--- src/pfs_pkg.sv ---
// Shared constants and types for the port 6/7/8 function selector.
package pfs_pkg;

	// Register bus geometry.
	localparam int unsigned ADDR_W = 5;
	localparam int unsigned DATA_W = 8;

	// Register offsets.
	localparam logic [4:0] OFS_LCD_CTRL0  = 5'h00; // Segment select SEG0..3, backplane select lines 0..3.
	localparam logic [4:0] OFS_LCD_CTRL1  = 5'h01; // Segment select SEG4..11.
	localparam logic [4:0] OFS_BP_SEL     = 5'h02; // Backplane select lines 4..7 in bits 7:4.
	localparam logic [4:0] OFS_INT_EN     = 5'h03; // External interrupt input enables 0..7.
	localparam logic [4:0] OFS_INT_GSEL   = 5'h04; // External interrupt group selects 0..7.
	localparam logic [4:0] OFS_KEY_EN     = 5'h05; // Key input enables 0..7.
	localparam logic [4:0] OFS_KEY_GSEL   = 5'h06; // Key group selects 0..7.
	localparam logic [4:0] OFS_SER_MODE1  = 5'h07; // Serial 0 rx, tx, shared I/O, clock pin enables.
	localparam logic [4:0] OFS_SER_MODE3  = 5'h08; // Serial 0 chip-select enable.
	localparam logic [4:0] OFS_SER_PSEL   = 5'h09; // Serial 0 rx, tx, clock, chip-select group selects.
	localparam logic [4:0] OFS_TM_OEN     = 5'h0a; // Timer 3 and timer 5 output enables.
	localparam logic [4:0] OFS_TM_CKSRC   = 5'h0b; // Timer 3 clock source [1:0], timer 5 [3:2].
	localparam logic [4:0] OFS_TM_GSEL    = 5'h0c; // Timer 3 and timer 5 I/O group selects.
	localparam logic [4:0] OFS_ANA_EN     = 5'h0d; // Analog enables for port 8 pins 0..5.
	localparam logic [4:0] OFS_STAT_P6    = 5'h0e; // Read only: port 6 pins in a special function.
	localparam logic [4:0] OFS_STAT_P7    = 5'h0f; // Read only: port 7 pins in a special function.
	localparam logic [4:0] OFS_STAT_P8    = 5'h10; // Read only: port 8 pins in a special function.

	// Field positions inside the serial and timer registers.
	localparam int unsigned SER_RX_EN_BIT  = 0;
	localparam int unsigned SER_TX_EN_BIT  = 1;
	localparam int unsigned SER_IOM_BIT    = 2;
	localparam int unsigned SER_CLK_EN_BIT = 3;
	localparam int unsigned SER_CS_EN_BIT  = 0;
	localparam int unsigned SER_RX_GS_BIT  = 0;
	localparam int unsigned SER_TX_GS_BIT  = 1;
	localparam int unsigned SER_CLK_GS_BIT = 2;
	localparam int unsigned SER_CS_GS_BIT  = 3;
	localparam int unsigned TM3_BIT        = 0;
	localparam int unsigned TM5_BIT        = 1;

	// Values after reset and special codes.
	localparam logic [7:0] REG_RST      = 8'h00;
	localparam logic [1:0] CK_FROM_PIN  = 2'h3; // Timer counts its own pin, so the pin is an input.
	localparam int unsigned NPIN        = 22;   // Port 6 at 0..7, port 7 at 8..15, port 8 at 16..21.

	// What a pin does this cycle.
	typedef enum logic [2:0]
	{
		FN_NONE = 3'h0, // Undriven, no input route.
		FN_PORT = 3'h1, // Plain port I/O.
		FN_LCD  = 3'h2, // LCD segment or backplane drive.
		FN_OUT  = 3'h3, // Peripheral output, always driven.
		FN_IN   = 3'h4, // Peripheral input only.
		FN_DIO  = 3'h5, // Peripheral pin whose drive follows the port direction bit.
		FN_ANA  = 3'h6  // Analog or oscillator pin.
	} pfs_fn_t;

endpackage

--- src/pfs_pin_cell.sv ---
// One pad cell: input synchroniser and registered drive for a single pin.
`timescale 1ns/1ps

module pfs_pin_cell
	import pfs_pkg::*;
(
	input  wire logic    clk,      // Core clock.
	input  wire logic    rstn,     // Asynchronous reset, active low.
	input  wire logic    ce,       // Clock enable; state freezes while low.
	input  wire pfs_fn_t fn,       // Selected function of the pin.
	input  wire logic    port_o,   // Port data latch value.
	input  wire logic    port_dir, // Port direction bit, 1 drives.
	input  wire logic    lcd_lvl,  // LCD drive level for this pin.
	input  wire logic    per_o,    // Peripheral output level.
	input  wire logic    pin_i,    // Raw pad input.
	output logic         pin_o,    // Registered pad output level.
	output logic         pin_oe,   // Registered pad output enable.
	output logic         pin_ana,  // Registered analog mode flag.
	output logic         route_in, // Registered peripheral input route.
	output logic         pin_rd    // Synchronised pad level for port reads.
);

	logic sync1_reg; // First synchroniser stage, read only by the second.
	logic o_next;    // Next pad output level.
	logic oe_next;   // Next pad output enable.
	logic in_next;   // Next peripheral input route.

	// Drive and route decode; unmatched settings leave the pin quiet.
	assign o_next  = (fn == FN_PORT) ? port_o :
	                 (fn == FN_LCD)  ? lcd_lvl :
	                 (fn == FN_OUT || fn == FN_DIO) ? per_o : 1'b0;
	assign oe_next = (fn == FN_PORT || fn == FN_DIO) ? port_dir :
	                 (fn == FN_LCD || fn == FN_OUT);
	// Input routes only open on peripheral pins, so idle peripherals see a steady low.
	assign in_next = (fn == FN_IN || fn == FN_DIO) ? pin_rd : 1'b0;

	// Two-stage synchroniser for the pad input.
	always_ff @(posedge clk or negedge rstn)
	begin
		if (!rstn)
		begin
			sync1_reg <= 1'b0;
			pin_rd    <= 1'b0;
		end
		else if (ce)
		begin
			sync1_reg <= pin_i;
			pin_rd    <= sync1_reg;
		end
	end

	// Registered outputs so the pad never sees decode glitches.
	always_ff @(posedge clk or negedge rstn)
	begin
		if (!rstn)
		begin
			pin_o    <= 1'b0;
			pin_oe   <= 1'b0;
			pin_ana  <= 1'b0;
			route_in <= 1'b0;
		end
		else if (ce)
		begin
			pin_o    <= o_next;
			pin_oe   <= oe_next;
			pin_ana  <= (fn == FN_ANA);
			route_in <= in_next;
		end
	end

endmodule

--- src/pfs_top.sv ---
// Function selector for ports 6, 7 and 8 with its configuration registers.
//
// The strobed register port and the placing of the registers are this design's own decisions.
`timescale 1ns/1ps

// Function
// P60/P61: segment, else group-B interrupt, else port.
// P62/P63: interrupt only when enabled and selected.
// P64: LCD, key, serial receive, port.
// P65: key before serial transmit, then port.
// Software sets direction bit for transmit.
// Shared data pin needs receive and I/O mode.
// P66: key, else serial clock, else port.
// Software sets direction bit when clock master.
// P67: key, else chip select, else port.
// P70/P71: backplane, segment, interrupt, port; the pin goes LCD on segment select only, backplane picks the level.
// P72: LCD, interrupt 4, timer 3 I/O.
// P73: LCD, else timer 5 I/O, else port.
// P74..P77: backplane select or plain port.
// P80/P81: oscillator, else group-A interrupt.
// P82..P85: analog enable or plain port.
// Segment availability is a per-variant parameter.
// Unmatched settings leave pin undriven and quiet.
module pfs_top
	import pfs_pkg::*;
#(
	parameter logic [11:0] SEG_AVAIL = 12'hfff, // Segment lines present on this variant.
	parameter logic [7:0]  COM_AVAIL = 8'hff    // Backplane lines present on this variant.
)
(
	input  wire logic        CLK,       // Core clock, 200 MHz.
	input  wire logic        RSTN,      // Asynchronous reset, active low.
	input  wire logic        CE,        // Clock enable; all state freezes while low.
	input  wire logic [4:0]  ADDR,      // Register address.
	input  wire logic [7:0]  WDATA,     // Register write data.
	input  wire logic        WR,        // Write strobe.
	input  wire logic        RD,        // Read strobe.
	output logic      [7:0]  RDATA,     // Read data, valid the cycle after RD.
	input  wire logic [7:0]  P6_DATA,   // Port 6 data latch.
	input  wire logic [7:0]  P6_DIR,    // Port 6 direction bits.
	input  wire logic [7:0]  P7_DATA,   // Port 7 data latch.
	input  wire logic [7:0]  P7_DIR,    // Port 7 direction bits.
	input  wire logic [5:0]  P8_DATA,   // Port 8 data latch.
	input  wire logic [5:0]  P8_DIR,    // Port 8 direction bits.
	input  wire logic [7:0]  P6_I,      // Port 6 pad inputs.
	input  wire logic [7:0]  P7_I,      // Port 7 pad inputs.
	input  wire logic [5:0]  P8_I,      // Port 8 pad inputs.
	output logic      [7:0]  P6_O,      // Port 6 pad outputs.
	output logic      [7:0]  P6_OE,     // Port 6 pad output enables.
	output logic      [7:0]  P7_O,      // Port 7 pad outputs.
	output logic      [7:0]  P7_OE,     // Port 7 pad output enables.
	output logic      [5:0]  P8_O,      // Port 8 pad outputs.
	output logic      [5:0]  P8_OE,     // Port 8 pad output enables.
	output logic      [5:0]  P8_ANA,    // Port 8 pins handed to analog use.
	output logic      [7:0]  P6_RD,     // Synchronised port 6 levels.
	output logic      [7:0]  P7_RD,     // Synchronised port 7 levels.
	output logic      [5:0]  P8_RD,     // Synchronised port 8 levels.
	input  wire logic [11:0] LCD_SEG,   // Segment drive levels from the LCD block.
	input  wire logic [7:0]  LCD_COM,   // Backplane drive levels from the LCD block.
	input  wire logic        SER0_TX_O, // Serial 0 transmit data.
	input  wire logic        SER0_CK_O, // Serial 0 clock when master.
	input  wire logic        SER0_CS_O, // Serial 0 chip select when driving.
	input  wire logic        TM3_O,     // Timer 3 output.
	input  wire logic        TM5_O,     // Timer 5 output.
	output logic      [6:0]  INT_B,     // Group-B interrupt inputs 0..6.
	output logic      [1:0]  INT_A,     // Group-A interrupt inputs 2 and 3.
	output logic      [3:0]  KEY_B,     // Key inputs 4..7, group B.
	output logic             SER0_RX_I, // Serial 0 receive data.
	output logic             SER0_CK_I, // Serial 0 clock input.
	output logic             SER0_CS_I, // Serial 0 chip-select input.
	output logic             TM3_I,     // Timer 3 pin input.
	output logic             TM5_I      // Timer 5 pin input.
);

	// Configuration registers, all written by software.
	logic [7:0] lcd_pin_ctrl_reg_0;          // [3:0] SEG0..3 select, [7:4] backplane lines 0..3.
	logic [7:0] lcd_pin_ctrl_reg_1;          // SEG4..11 select.
	logic [7:0] lcd_backplane_select_reg;    // [7:4] backplane lines 4..7.
	logic [7:0] ext_int_input_enable_reg;    // Interrupt input enables.
	logic [7:0] ext_int_group_select_reg;    // Interrupt group selects, 1 picks group B.
	logic [7:0] keypad_input_enable_reg;     // Key input enables.
	logic [7:0] keypad_group_select_reg;     // Key group selects.
	logic [7:0] serial0_mode_reg_1;          // Serial 0 pin enables.
	logic [7:0] serial0_mode_reg_3;          // Serial 0 chip-select enable.
	logic [7:0] serial01_pin_select_reg;     // Serial 0 group selects, 0 picks group A.
	logic [7:0] timer_io_out_enable_reg;     // Timer output enables.
	logic [7:0] timer_clk_src_reg;           // Timer clock sources.
	logic [7:0] timer_io_group_select_reg;   // Timer I/O group selects.
	logic [7:0] analog_pin_enable_reg_1;     // Port 8 analog enables.
	logic [7:0] rdata_next;                  // Read mux output.

	// Effective LCD selects, trimmed to what this variant bonds out.
	wire [11:0] seg_sel = {lcd_pin_ctrl_reg_1, lcd_pin_ctrl_reg_0[3:0]} & SEG_AVAIL;
	wire [7:0]  com_sel = {lcd_backplane_select_reg[7:4], lcd_pin_ctrl_reg_0[7:4]} & COM_AVAIL;

	// Named control bits.
	wire [7:0] int_en   = ext_int_input_enable_reg;
	wire [7:0] int_gs   = ext_int_group_select_reg;
	wire [7:0] key_on   = keypad_input_enable_reg & keypad_group_select_reg;
	wire       rx_en    = serial0_mode_reg_1[SER_RX_EN_BIT];
	wire       tx_en    = serial0_mode_reg_1[SER_TX_EN_BIT];
	wire       io_mode  = serial0_mode_reg_1[SER_IOM_BIT];
	wire       ck_en    = serial0_mode_reg_1[SER_CLK_EN_BIT];
	wire       cs_en    = serial0_mode_reg_3[SER_CS_EN_BIT];
	wire [3:0] ser_gs   = serial01_pin_select_reg[3:0];
	wire       t3_sel   = timer_io_group_select_reg[TM3_BIT];
	wire       t5_sel   = timer_io_group_select_reg[TM5_BIT];
	wire       t3_oe    = timer_io_out_enable_reg[TM3_BIT];
	wire       t5_oe    = timer_io_out_enable_reg[TM5_BIT];
	wire       t3_pin   = (timer_clk_src_reg[1:0] == CK_FROM_PIN);
	wire       t5_pin   = (timer_clk_src_reg[3:2] == CK_FROM_PIN);
	wire [5:0] ana_en   = analog_pin_enable_reg_1[5:0];

	// Serial group-A pin requests.
	wire ser_rx_a = rx_en & ~io_mode & ~ser_gs[SER_RX_GS_BIT];
	wire ser_tx_a = (tx_en | (rx_en & io_mode)) & ~ser_gs[SER_TX_GS_BIT];
	wire ser_ck_a = ck_en & ~ser_gs[SER_CLK_GS_BIT];
	wire ser_cs_a = cs_en & ~ser_gs[SER_CS_GS_BIT];

	// Flattened per-pin function, LCD level and peripheral level.
	pfs_fn_t      fn [NPIN];
	wire [NPIN-1:0] lcd_lvl;
	wire [NPIN-1:0] per_o;
	wire [NPIN-1:0] port_o   = {P8_DATA, P7_DATA, P6_DATA};
	wire [NPIN-1:0] port_dir = {P8_DIR, P7_DIR, P6_DIR};
	wire [NPIN-1:0] pin_i    = {P8_I, P7_I, P6_I};
	wire [NPIN-1:0] pin_o;
	wire [NPIN-1:0] pin_oe;
	wire [NPIN-1:0] pin_ana;
	wire [NPIN-1:0] route_in;
	wire [NPIN-1:0] pin_rd;

	// Port 6 pins 0,1: segment, then group-B interrupt, else port.
	assign fn[0] = seg_sel[11] ? FN_LCD : (int_en[0] & int_gs[0]) ? FN_IN : FN_PORT;
	assign fn[1] = seg_sel[10] ? FN_LCD : (int_en[1] & int_gs[1]) ? FN_IN : FN_PORT;
	// Port 6 pins 2,3: no port fallback, the pin is left quiet instead.
	assign fn[2] = seg_sel[9] ? FN_LCD : (int_en[2] & int_gs[2]) ? FN_IN : FN_NONE;
	assign fn[3] = seg_sel[8] ? FN_LCD : (int_en[3] & int_gs[3]) ? FN_IN : FN_NONE;
	// Port 6 pin 4: LCD, key, serial receive, port.
	assign fn[4] = seg_sel[7] ? FN_LCD : key_on[4] ? FN_IN : ser_rx_a ? FN_IN : FN_PORT;
	// Port 6 pin 5: the key path beats serial transmit; drive follows direction bit.
	assign fn[5] = seg_sel[6] ? FN_LCD : key_on[5] ? FN_IN : ser_tx_a ? FN_DIO : FN_PORT;
	// Port 6 pin 6: clock pin drives only when software makes it an output.
	assign fn[6] = seg_sel[5] ? FN_LCD : key_on[6] ? FN_IN : ser_ck_a ? FN_DIO : FN_PORT;
	// Port 6 pin 7: chip select, driven under the direction bit.
	assign fn[7] = seg_sel[4] ? FN_LCD : key_on[7] ? FN_IN : ser_cs_a ? FN_DIO : FN_PORT;

	// Port 7 pins 0,1: segment select, with backplane over segment on the level, then group-B interrupt 6 or 5.
	assign fn[8]  = seg_sel[3] ? FN_LCD : (int_en[6] & int_gs[6]) ? FN_IN : FN_PORT;
	assign fn[9]  = seg_sel[2] ? FN_LCD : (int_en[5] & int_gs[5]) ? FN_IN : FN_PORT;
	// Port 7 pin 2: LCD, interrupt 4 group B, timer 3 I/O, port.
	assign fn[10] = seg_sel[1] ? FN_LCD :
	                (int_en[4] & int_gs[4]) ? FN_IN :
	                (t3_sel & t3_pin) ? FN_IN :
	                (t3_sel & t3_oe) ? FN_OUT : FN_PORT;
	// Port 7 pin 3: LCD, timer 5 I/O, port.
	assign fn[11] = seg_sel[0] ? FN_LCD :
	                (t5_sel & t5_pin) ? FN_IN :
	                (t5_sel & t5_oe) ? FN_OUT : FN_PORT;

	// Port 7 pins 4..7 and port 8 pins 2..5 repeat one pattern each.
	genvar g;
	generate
		for (g = 4; g < 8; g++)
		begin : g_p7_com
			// One backplane select bit per pin, backplane line 7-g.
			assign fn[8+g] = com_sel[7-g] ? FN_LCD : FN_PORT;
		end
		for (g = 2; g < 6; g++)
		begin : g_p8_ana
			// Pump capacitor and bias pins follow their analog enable.
			assign fn[16+g] = ana_en[g] ? FN_ANA : FN_PORT;
		end
	endgenerate

	// Port 8 pins 0,1: oscillator, then group-A interrupt 2 or 3, else quiet.
	assign fn[16] = ana_en[0] ? FN_ANA : (int_en[2] & ~int_gs[2]) ? FN_IN : FN_NONE;
	assign fn[17] = ana_en[1] ? FN_ANA : (int_en[3] & ~int_gs[3]) ? FN_IN : FN_NONE;

	// LCD levels: port 6 carries SEG11..4; port 7 low pins pick backplane over segment.
	assign lcd_lvl[7:0]   = {LCD_SEG[4], LCD_SEG[5], LCD_SEG[6], LCD_SEG[7],
	                         LCD_SEG[8], LCD_SEG[9], LCD_SEG[10], LCD_SEG[11]};
	assign lcd_lvl[8]     = com_sel[7] ? LCD_COM[7] : LCD_SEG[3];
	assign lcd_lvl[9]     = com_sel[6] ? LCD_COM[6] : LCD_SEG[2];
	assign lcd_lvl[10]    = com_sel[5] ? LCD_COM[5] : LCD_SEG[1];
	assign lcd_lvl[11]    = com_sel[4] ? LCD_COM[4] : LCD_SEG[0];
	assign lcd_lvl[15:12] = {LCD_COM[0], LCD_COM[1], LCD_COM[2], LCD_COM[3]};
	assign lcd_lvl[21:16] = 6'h00;

	// Peripheral output levels; only pins with an output function use theirs.
	assign per_o = {10'h000, TM5_O, TM3_O, 1'b0, 1'b0, SER0_CS_O, SER0_CK_O, SER0_TX_O, 5'h00};

	// One pad cell per pin.
	generate
		for (g = 0; g < NPIN; g++)
		begin : g_cell
			pfs_pin_cell u_cell
			(
				.clk      (CLK),
				.rstn     (RSTN),
				.ce       (CE),
				.fn       (fn[g]),
				.port_o   (port_o[g]),
				.port_dir (port_dir[g]),
				.lcd_lvl  (lcd_lvl[g]),
				.per_o    (per_o[g]),
				.pin_i    (pin_i[g]),
				.pin_o    (pin_o[g]),
				.pin_oe   (pin_oe[g]),
				.pin_ana  (pin_ana[g]),
				.route_in (route_in[g]),
				.pin_rd   (pin_rd[g])
			);
		end
	endgenerate

	// Pad outputs come straight from the cell flip-flops.
	assign {P8_O, P7_O, P6_O}    = pin_o;
	assign {P8_OE, P7_OE, P6_OE} = pin_oe;
	assign {P8_RD, P7_RD, P6_RD} = pin_rd;
	assign P8_ANA                = pin_ana[21:16];

	// Peripheral inputs: each is one cell's registered route, so idle paths stay low.
	// Pin 10 also carries the timer 3 input, so interrupt 4 only opens when it owns the pin.
	assign INT_B     = {route_in[8], route_in[9], route_in[10] & int_en[4] & int_gs[4], route_in[3:0]};
	assign INT_A     = route_in[17:16];
	// Pins 4..7 share a route between key and serial; only the active function opens.
	assign KEY_B     = route_in[7:4] & key_on[7:4];
	assign SER0_RX_I = route_in[4] & ~key_on[4];
	assign SER0_CK_I = route_in[6] & ~key_on[6];
	assign SER0_CS_I = route_in[7] & ~key_on[7];
	assign TM3_I     = route_in[10] & ~(int_en[4] & int_gs[4]);
	assign TM5_I     = route_in[11];

	// Status: which pins are currently not in plain port mode, quiet unrouted pins included.
	wire [NPIN-1:0] spec;
	generate
		for (g = 0; g < NPIN; g++)
		begin : g_stat
			assign spec[g] = (fn[g] != FN_PORT);
		end
	endgenerate

	// Register write port; a write to an unmapped or read-only address is dropped.
	always_ff @(posedge CLK or negedge RSTN)
	begin
		if (!RSTN)
		begin
			lcd_pin_ctrl_reg_0        <= REG_RST;
			lcd_pin_ctrl_reg_1        <= REG_RST;
			lcd_backplane_select_reg  <= REG_RST;
			ext_int_input_enable_reg  <= REG_RST;
			ext_int_group_select_reg  <= REG_RST;
			keypad_input_enable_reg   <= REG_RST;
			keypad_group_select_reg   <= REG_RST;
			serial0_mode_reg_1        <= REG_RST;
			serial0_mode_reg_3        <= REG_RST;
			serial01_pin_select_reg   <= REG_RST;
			timer_io_out_enable_reg   <= REG_RST;
			timer_clk_src_reg         <= REG_RST;
			timer_io_group_select_reg <= REG_RST;
			analog_pin_enable_reg_1   <= REG_RST;
		end
		else if (CE && WR)
		begin
			unique case (ADDR)
				OFS_LCD_CTRL0: lcd_pin_ctrl_reg_0        <= WDATA;
				OFS_LCD_CTRL1: lcd_pin_ctrl_reg_1        <= WDATA;
				OFS_BP_SEL:    lcd_backplane_select_reg  <= {WDATA[7:4], 4'h0};
				OFS_INT_EN:    ext_int_input_enable_reg  <= WDATA;
				OFS_INT_GSEL:  ext_int_group_select_reg  <= WDATA;
				OFS_KEY_EN:    keypad_input_enable_reg   <= WDATA;
				OFS_KEY_GSEL:  keypad_group_select_reg   <= WDATA;
				OFS_SER_MODE1: serial0_mode_reg_1        <= {4'h0, WDATA[3:0]};
				OFS_SER_MODE3: serial0_mode_reg_3        <= {7'h00, WDATA[0]};
				OFS_SER_PSEL:  serial01_pin_select_reg   <= {4'h0, WDATA[3:0]};
				OFS_TM_OEN:    timer_io_out_enable_reg   <= {6'h00, WDATA[1:0]};
				OFS_TM_CKSRC:  timer_clk_src_reg         <= {4'h0, WDATA[3:0]};
				OFS_TM_GSEL:   timer_io_group_select_reg <= {6'h00, WDATA[1:0]};
				OFS_ANA_EN:    analog_pin_enable_reg_1   <= {2'h0, WDATA[5:0]};
				default:       ;
			endcase
		end
	end

	// Read mux; unmapped addresses answer zero.
	always_comb
	begin
		unique case (ADDR)
			OFS_LCD_CTRL0: rdata_next = lcd_pin_ctrl_reg_0;
			OFS_LCD_CTRL1: rdata_next = lcd_pin_ctrl_reg_1;
			OFS_BP_SEL:    rdata_next = lcd_backplane_select_reg;
			OFS_INT_EN:    rdata_next = ext_int_input_enable_reg;
			OFS_INT_GSEL:  rdata_next = ext_int_group_select_reg;
			OFS_KEY_EN:    rdata_next = keypad_input_enable_reg;
			OFS_KEY_GSEL:  rdata_next = keypad_group_select_reg;
			OFS_SER_MODE1: rdata_next = serial0_mode_reg_1;
			OFS_SER_MODE3: rdata_next = serial0_mode_reg_3;
			OFS_SER_PSEL:  rdata_next = serial01_pin_select_reg;
			OFS_TM_OEN:    rdata_next = timer_io_out_enable_reg;
			OFS_TM_CKSRC:  rdata_next = timer_clk_src_reg;
			OFS_TM_GSEL:   rdata_next = timer_io_group_select_reg;
			OFS_ANA_EN:    rdata_next = analog_pin_enable_reg_1;
			OFS_STAT_P6:   rdata_next = spec[7:0];
			OFS_STAT_P7:   rdata_next = spec[15:8];
			OFS_STAT_P8:   rdata_next = {2'h0, spec[21:16]};
			default:       rdata_next = 8'h00;
		endcase
	end

	// Read data stands for the one cycle after the strobe, zero otherwise.
	always_ff @(posedge CLK or negedge RSTN)
	begin
		if (!RSTN)
			RDATA <= 8'h00;
		else if (CE)
			RDATA <= RD ? rdata_next : 8'h00;
	end

endmodule

--- config.mk ---
export PLATFORM = sky130hd
export DESIGN_NAME = pfs_top
export DESIGN_NICKNAME = d
export VERILOG_FILES = /design/src/pfs_pkg.sv /design/src/pfs_pin_cell.sv /design/src/pfs_top.sv
export SDC_FILE = /design/constraint.sdc
export NUM_CORES = 1
export LEC_CHECK = 0
export BUFFER_PORTS_ARGS = -buffer_cell sky130_fd_sc_hd__buf_2
export CAP_MARGIN = 40
export CORE_UTILIZATION = 25
export CTS_CLUSTER_SIZE = 16
export DETAILED_ROUTE_END_ITERATION = 12
export GPL_TIMING_DRIVEN = 0
export PLACE_DENSITY = 0.55
export SLEW_MARGIN = 25
export SYNTH_ARGS = -nofsm -noshare
export SYNTH_HDL_FRONTEND = slang
export SYNTH_SLANG_ARGS = --single-unit
--- constraint.sdc ---
create_clock -name CLK -period 2 [get_ports CLK]
set_input_delay 0.2 -clock CLK [delete_from_list [all_inputs] [get_ports CLK]]
set_output_delay 0.2 -clock CLK [all_outputs]
set_load 0.02 [all_outputs]
## After elaboration in Yosys (flattened, before gate mapping)

Cells that the tools add are included.

| word-level totals | value |
|---|---|
| bits in registers | 191 |
| bits in latches | 0 |
| RAM bits | 0 |
| ROM bits | 0 |
| output and inout bits | 98 |
| memories kept | 0 |

| cells by class | value |
|---|---|
| add/subtract/negate cells | 0 |
| multiply operators | 0 |
| div/mod/pow operators | 0 |
| magnitude comparators | 0 |
| equality and inequality tests | 148 |
| shifts and indexed selects | 0 |
| mux-type cells | 128 |
| bitwise logic cells | 39 |
| reductions and logical operators | 79 |

Operators with widths:

| kind | number |
|---|---|
| case mux 8 bit (17 select lines) | 1 |
| equality test 3 bit (second input constant) | 38 |
| two-way mux 3 bit | 37 |
| equality test 3 x 2 -> 1 bit (second input constant) | 36 |
| two-way mux 1 bit | 83 |
| logical OR 1 bit | 63 |
| equality test 3 x 1 -> 1 bit (second input constant) | 18 |
| inequality test 3 x 1 -> 1 bit (second input constant) | 18 |
| equality test 5 x 4 -> 1 bit (second input constant) | 8 |
| AND reduction 2 bit | 14 |
| bitwise AND 1 bit | 25 |
| equality test 2 bit (second input constant) | 10 |
| equality test 5 x 3 -> 1 bit (second input constant) | 4 |
| equality test 2 x 3 -> 1 bit (second input constant) | 4 |
| two-way mux 2 bit | 6 |
| inverter 1 bit | 11 |
| equality test 5 x 2 -> 1 bit (second input constant) | 2 |
| bitwise AND 8 bit | 1 |
| equality test 2 x 1 -> 1 bit (second input constant) | 4 |
| two-way mux 8 bit | 1 |
| inequality test 2 x 1 -> 1 bit (second input constant) | 4 |
| equality test 5 x 1 -> 1 bit (second input constant) | 1 |
| equality test 5 bit (second input constant) | 1 |
| zero test 5 bit | 1 |
| other kinds (3) | 3 |

## Longest topological paths before layout

| logic depth | value |
|---|---|
| word-level depth | 11 |
| gate-level depth with buffers | 8 |
| mapped depth without buffers | 5 |

## Cells and area by module

Synthesis repeated with hierarchy kept, for this count alone.

| unflattened totals | value |
|---|---|
| cells, all modules | 1037 |
| area total of the unflattened synthesis | 11185.7 µm² |

By module, submodules not included:

| module | instances | cells an instance | area each (µm²) |
|---|---|---|---|
| pfs_pin_cell | 22 | 28 | 300.3 |
| pfs_top | 1 | 421 | 4579.4 |

## Worst setup path before layout

No wires, ideal clock.

| path | value |
|---|---|
| kind | input port to flip-flop |
| from | input ADDR[4] |
| to | register lcd_backplane_select_reg[4] |
| setup time | 0.125 ns |
| data arrival time | 1.637 ns |
| data required time | 1.875 ns |
| setup slack | 0.238 ns |
| stages on the path | 6 |
| path through | buf_6 or3b_1 buf_2 or4_4 buf_6 mux2_4 |

| between the ends | value |
|---|---|
| word-level cells in the longest chain between the ends | 2 |

Ends and longest elaborated chain:

| element | line | RTL |
|---|---|---|
| from (decl) | pfs_top.sv:34 | `input wire logic [4:0] ADDR,` |
| equality test 5 x 2 -> 1 bit | pfs_top.sv:266 | `unique case (ADDR)` |
| AND reduction 2 bit (no source line) | - |  |
| to (signal assigned) | pfs_top.sv:269 | `OFS_BP_SEL: lcd_backplane_select_reg <= {WDATA[7:4], 4'h0};` |
| to (decl) | pfs_top.sv:78 | `logic [7:0] lcd_backplane_select_reg;` |

No other way between the ends.
A chain may end at the register's enable or synchronous reset.

## Final worst setup path

| path | value |
|---|---|
| from | input ADDR[2] |
| to | register RDATA[1] |

| between the ends | value |
|---|---|
| word-level cells in the longest chain between the ends | 3 |

Ends and longest elaborated chain:

| element | line | RTL |
|---|---|---|
| equality test 5 bit, or another cell as far along | pfs_top.sv:289 | `unique case (ADDR)` |
| case mux 8 bit (17 select lines) (*) | pfs_top.sv:289 |  |
| two-way mux 8 bit (*) | pfs_top.sv:317 | `RDATA <= RD ? rdata_next : 8'h00;` |
| to (signal assigned) | pfs_top.sv:317 |  |
| to (decl) | pfs_top.sv:38 | `output logic [7:0] RDATA,` |

Mark *: on every way between the ends. The rest lies on a longest branch, timed or not.

==> results.cfg <==
[status]
outcome = finished, final reports clean

[sta]
finalHoldViolCount = 0
fmax_ghz = 0.507
layout_setup_ws_ps = 28.1
min_period_ps = 1970
slew_headroom_pct = 43.5
fin_skew_ps = 10.0
fin_crit_sh_pct = 98.6
setup_viol = 0
tightest_slew_ps = 841
drv_slew = 0
rsz0062_at_grt = no
holdWs_ps = 28.7

[synth]
synth_area_sq_um = 9230
synth_top_area_share_pct = 51.3
synth-seq-area-share_pct = 51.3
synthCells = 815
synth-seq-cells = 189
synth.cells.most_frequent = 189 x dfrtp_1, 131 x mux2_2, 83 x buf_4, 59 x nor2_1, 54 x a21oi_1
synth_cell_types = 57
yosysWarnings = 0
yosysMostFrequentCell = dfrtp_1
synth_area_leader_cell = dfrtp_1
postSynthAreaPerCell_sq_um = 11.3
synth.area.top_cells = dfrtp_1 51%, mux2_2 16%, buf_4 6.8%
synthArstFlopShare_pct = 100
ys_dominant_reg_cell = dfrtp_1
synth_edf_count = 0

[clock_tree]
cts_tree = done
cts_buffers = 17
path_clk_slew_ps = 70
cts-root-buf = clkbuf_16
clkLatencyLatePin_ps = 440
htree_num_levels = 4
clkSinkCount = 189
cts_buffer_depth = 2

[routing]
viasPerCell = 4.64
ant_nets = 0
wl_per_cell_um = 20.7
drt-pass1-iter-count = 5
via_count = 7188
drcViolationCount = 0
drt_iter0_drc = 364
drt_wl_total_mm = 32.0

[critical_path]
crit_fanout = 5
crit_type = input port to register
slowest_stage = a2111oi_0
cp.arrival_ps = 2260
slowest_delay_ps = 620
worstSetupEndpointType = register
path_cells = buf_2 -> or3b_2 -> clkbuf_1 -> nor2_1 -> a22o_1 -> a2111oi_0 -> a32oi_1
critPathTopFamily = compound AO/OA/AOI/OAI gates
path_buf_inv = 2
startpoint_type = input port
cp.required_ps = 2290

[global_routing]
overflow = 0
antenna_found_initial = 2
grt_usage_pct = 17.4
grt_pass1_wl_mm = 48.0
grt_pass1_vias = 7244
grt_max_degree = 79

[placed_design]
placed_area_sq_um = 10900
place.gp.congestion = 0.899
dpl.cell_count = 1476
port_buffers = 192
pre_cts_ws_ps = -592
dp_hpwl_mm = 23.9

[cells_and_area]
drive_gt1_share_pct = 43.5
area_delta_synth_final_pct = 28.7
nets = 1182
fin_cells = 1548
design_area_sq_um = 11900
final_core_util_pct = 33.1

[power_and_ir_drop]
p_leak_nw = 5.58
ir_drop_uv = 582
power_density_nw_per_um2 = 854

[floorplan]
die_x_um = 194
die_area_sq_um = 37700
ios = 207
initial_utilization_pct = 25.7
die_h_um = 194
core_area_sq_um = 35900
row_count = 69

[worst_hold_path]
min_path_type = input port to register

[run]
drv_cap = 0
-- worst min-delay path: cells and delay by family --
family | cells | cell delay (ps)
AO/OA/AOI/OAI | 1 | 120
buffers and inverters | 1 | 80
AND/OR/NAND/NOR | 1 | 30
-- cells by family after synthesis --
group           synth area share [%]
compound gates                  9.52
buf+inv                         9.61
flops                           51.3
mux                             18.4
other cells                   0.0406
simple gates                    11.2
-- through the flow --
step	TNS, ps	total power, W
after floorplan	0	0.00585
after global placement	-570840	0.00665
after detailed placement	-47660	0.00670
after CTS	0	0.0103
after global routing	0	0.0106
final	0	0.0101
-- where the power goes --
part           internal (W)  leakage (nW)  switching [W]
Sequential          0.00426          2.38       0.000472
Combinational      0.000962          2.93       0.000972
Clock               0.00189         0.271        0.00159
Total               0.00711          5.58        0.00304
-- worst paths after layout --
path	start	endpoint	slack [ps]	cells past startpoint
max reg2reg	lcd_pin_ctrl_reg_0[0]	RDATA[0]	140	4
max	ADDR[2]	RDATA[1]	30	7
min reg2reg	g_cell[18].u_cell.sync1_reg	g_cell[18].u_cell.pin_rd	500	1
min in group asynchronous	RSTN	g_cell[11].u_cell.pin_rd	210	2
max in group asynchronous	RSTN	g_cell[2].u_cell.route_in	710	4
min	P7_DIR[7]	g_cell[15].u_cell.pin_oe	30	3
-- per-layer routing --
metal	global-route usage (%)	up-vias	wire [um]
met5	0	-	0
met4	5.00	0	508
met3	4.07	30	1760
met2	28.1	213	15100
met1	23.1	3614	14600
li1	-	3331	-
-- area by class of cell --
| cell class | instances | area, sq um |
|---|---|---|
| antenna | 1 | 2.50 |
| multi-input combinational | 480 | 3620 |
| timing repair buffer | 238 | 1470 |
| inverter | 29 | 109 |
| fill | 3718 | 24000 |
| clock buffer | 20 | 447 |
| tap | 461 | 577 |
| buffer | 118 | 783 |
| sequential | 189 | 4730 |
| clock inverter | 12 | 136 |
-- what timing repair did --
item                                    in CTS  in global routing
endpoints found under the setup margin      36                  7
buffers inserted                             1                  0
hold buffers                                38                  0
pin swaps                                    1                  0
endpoints found under the hold margin       72                  0
gates resized for setup                      3                  1
-- layout by cell type (no fill, tap or decap), drive strengths merged, types with 6 or more instances in the layout --
cell / synthesis / final
inv: 29 / 31
clkbuf: 22 / 42
o21ai: 27 / 27
nand3: 9 / 9
buf: 96 / 296
dfrtp: 189 / 189
a32oi: 7 / 7
nand4b: 7 / 7
and3: 6 / 6
a21oi: 54 / 54
nand2b: 9 / 9
dlygate4sd3: 0 / 38
mux2i: 14 / 14
a221oi: 6 / 6
mux2: 135 / 135
nor2b: 18 / 18
nor2: 59 / 59
nor3: 16 / 16
nand3b: 6 / 6
a22oi: 8 / 8
nand2: 36 / 36
(Power assumes the default switching activity.)
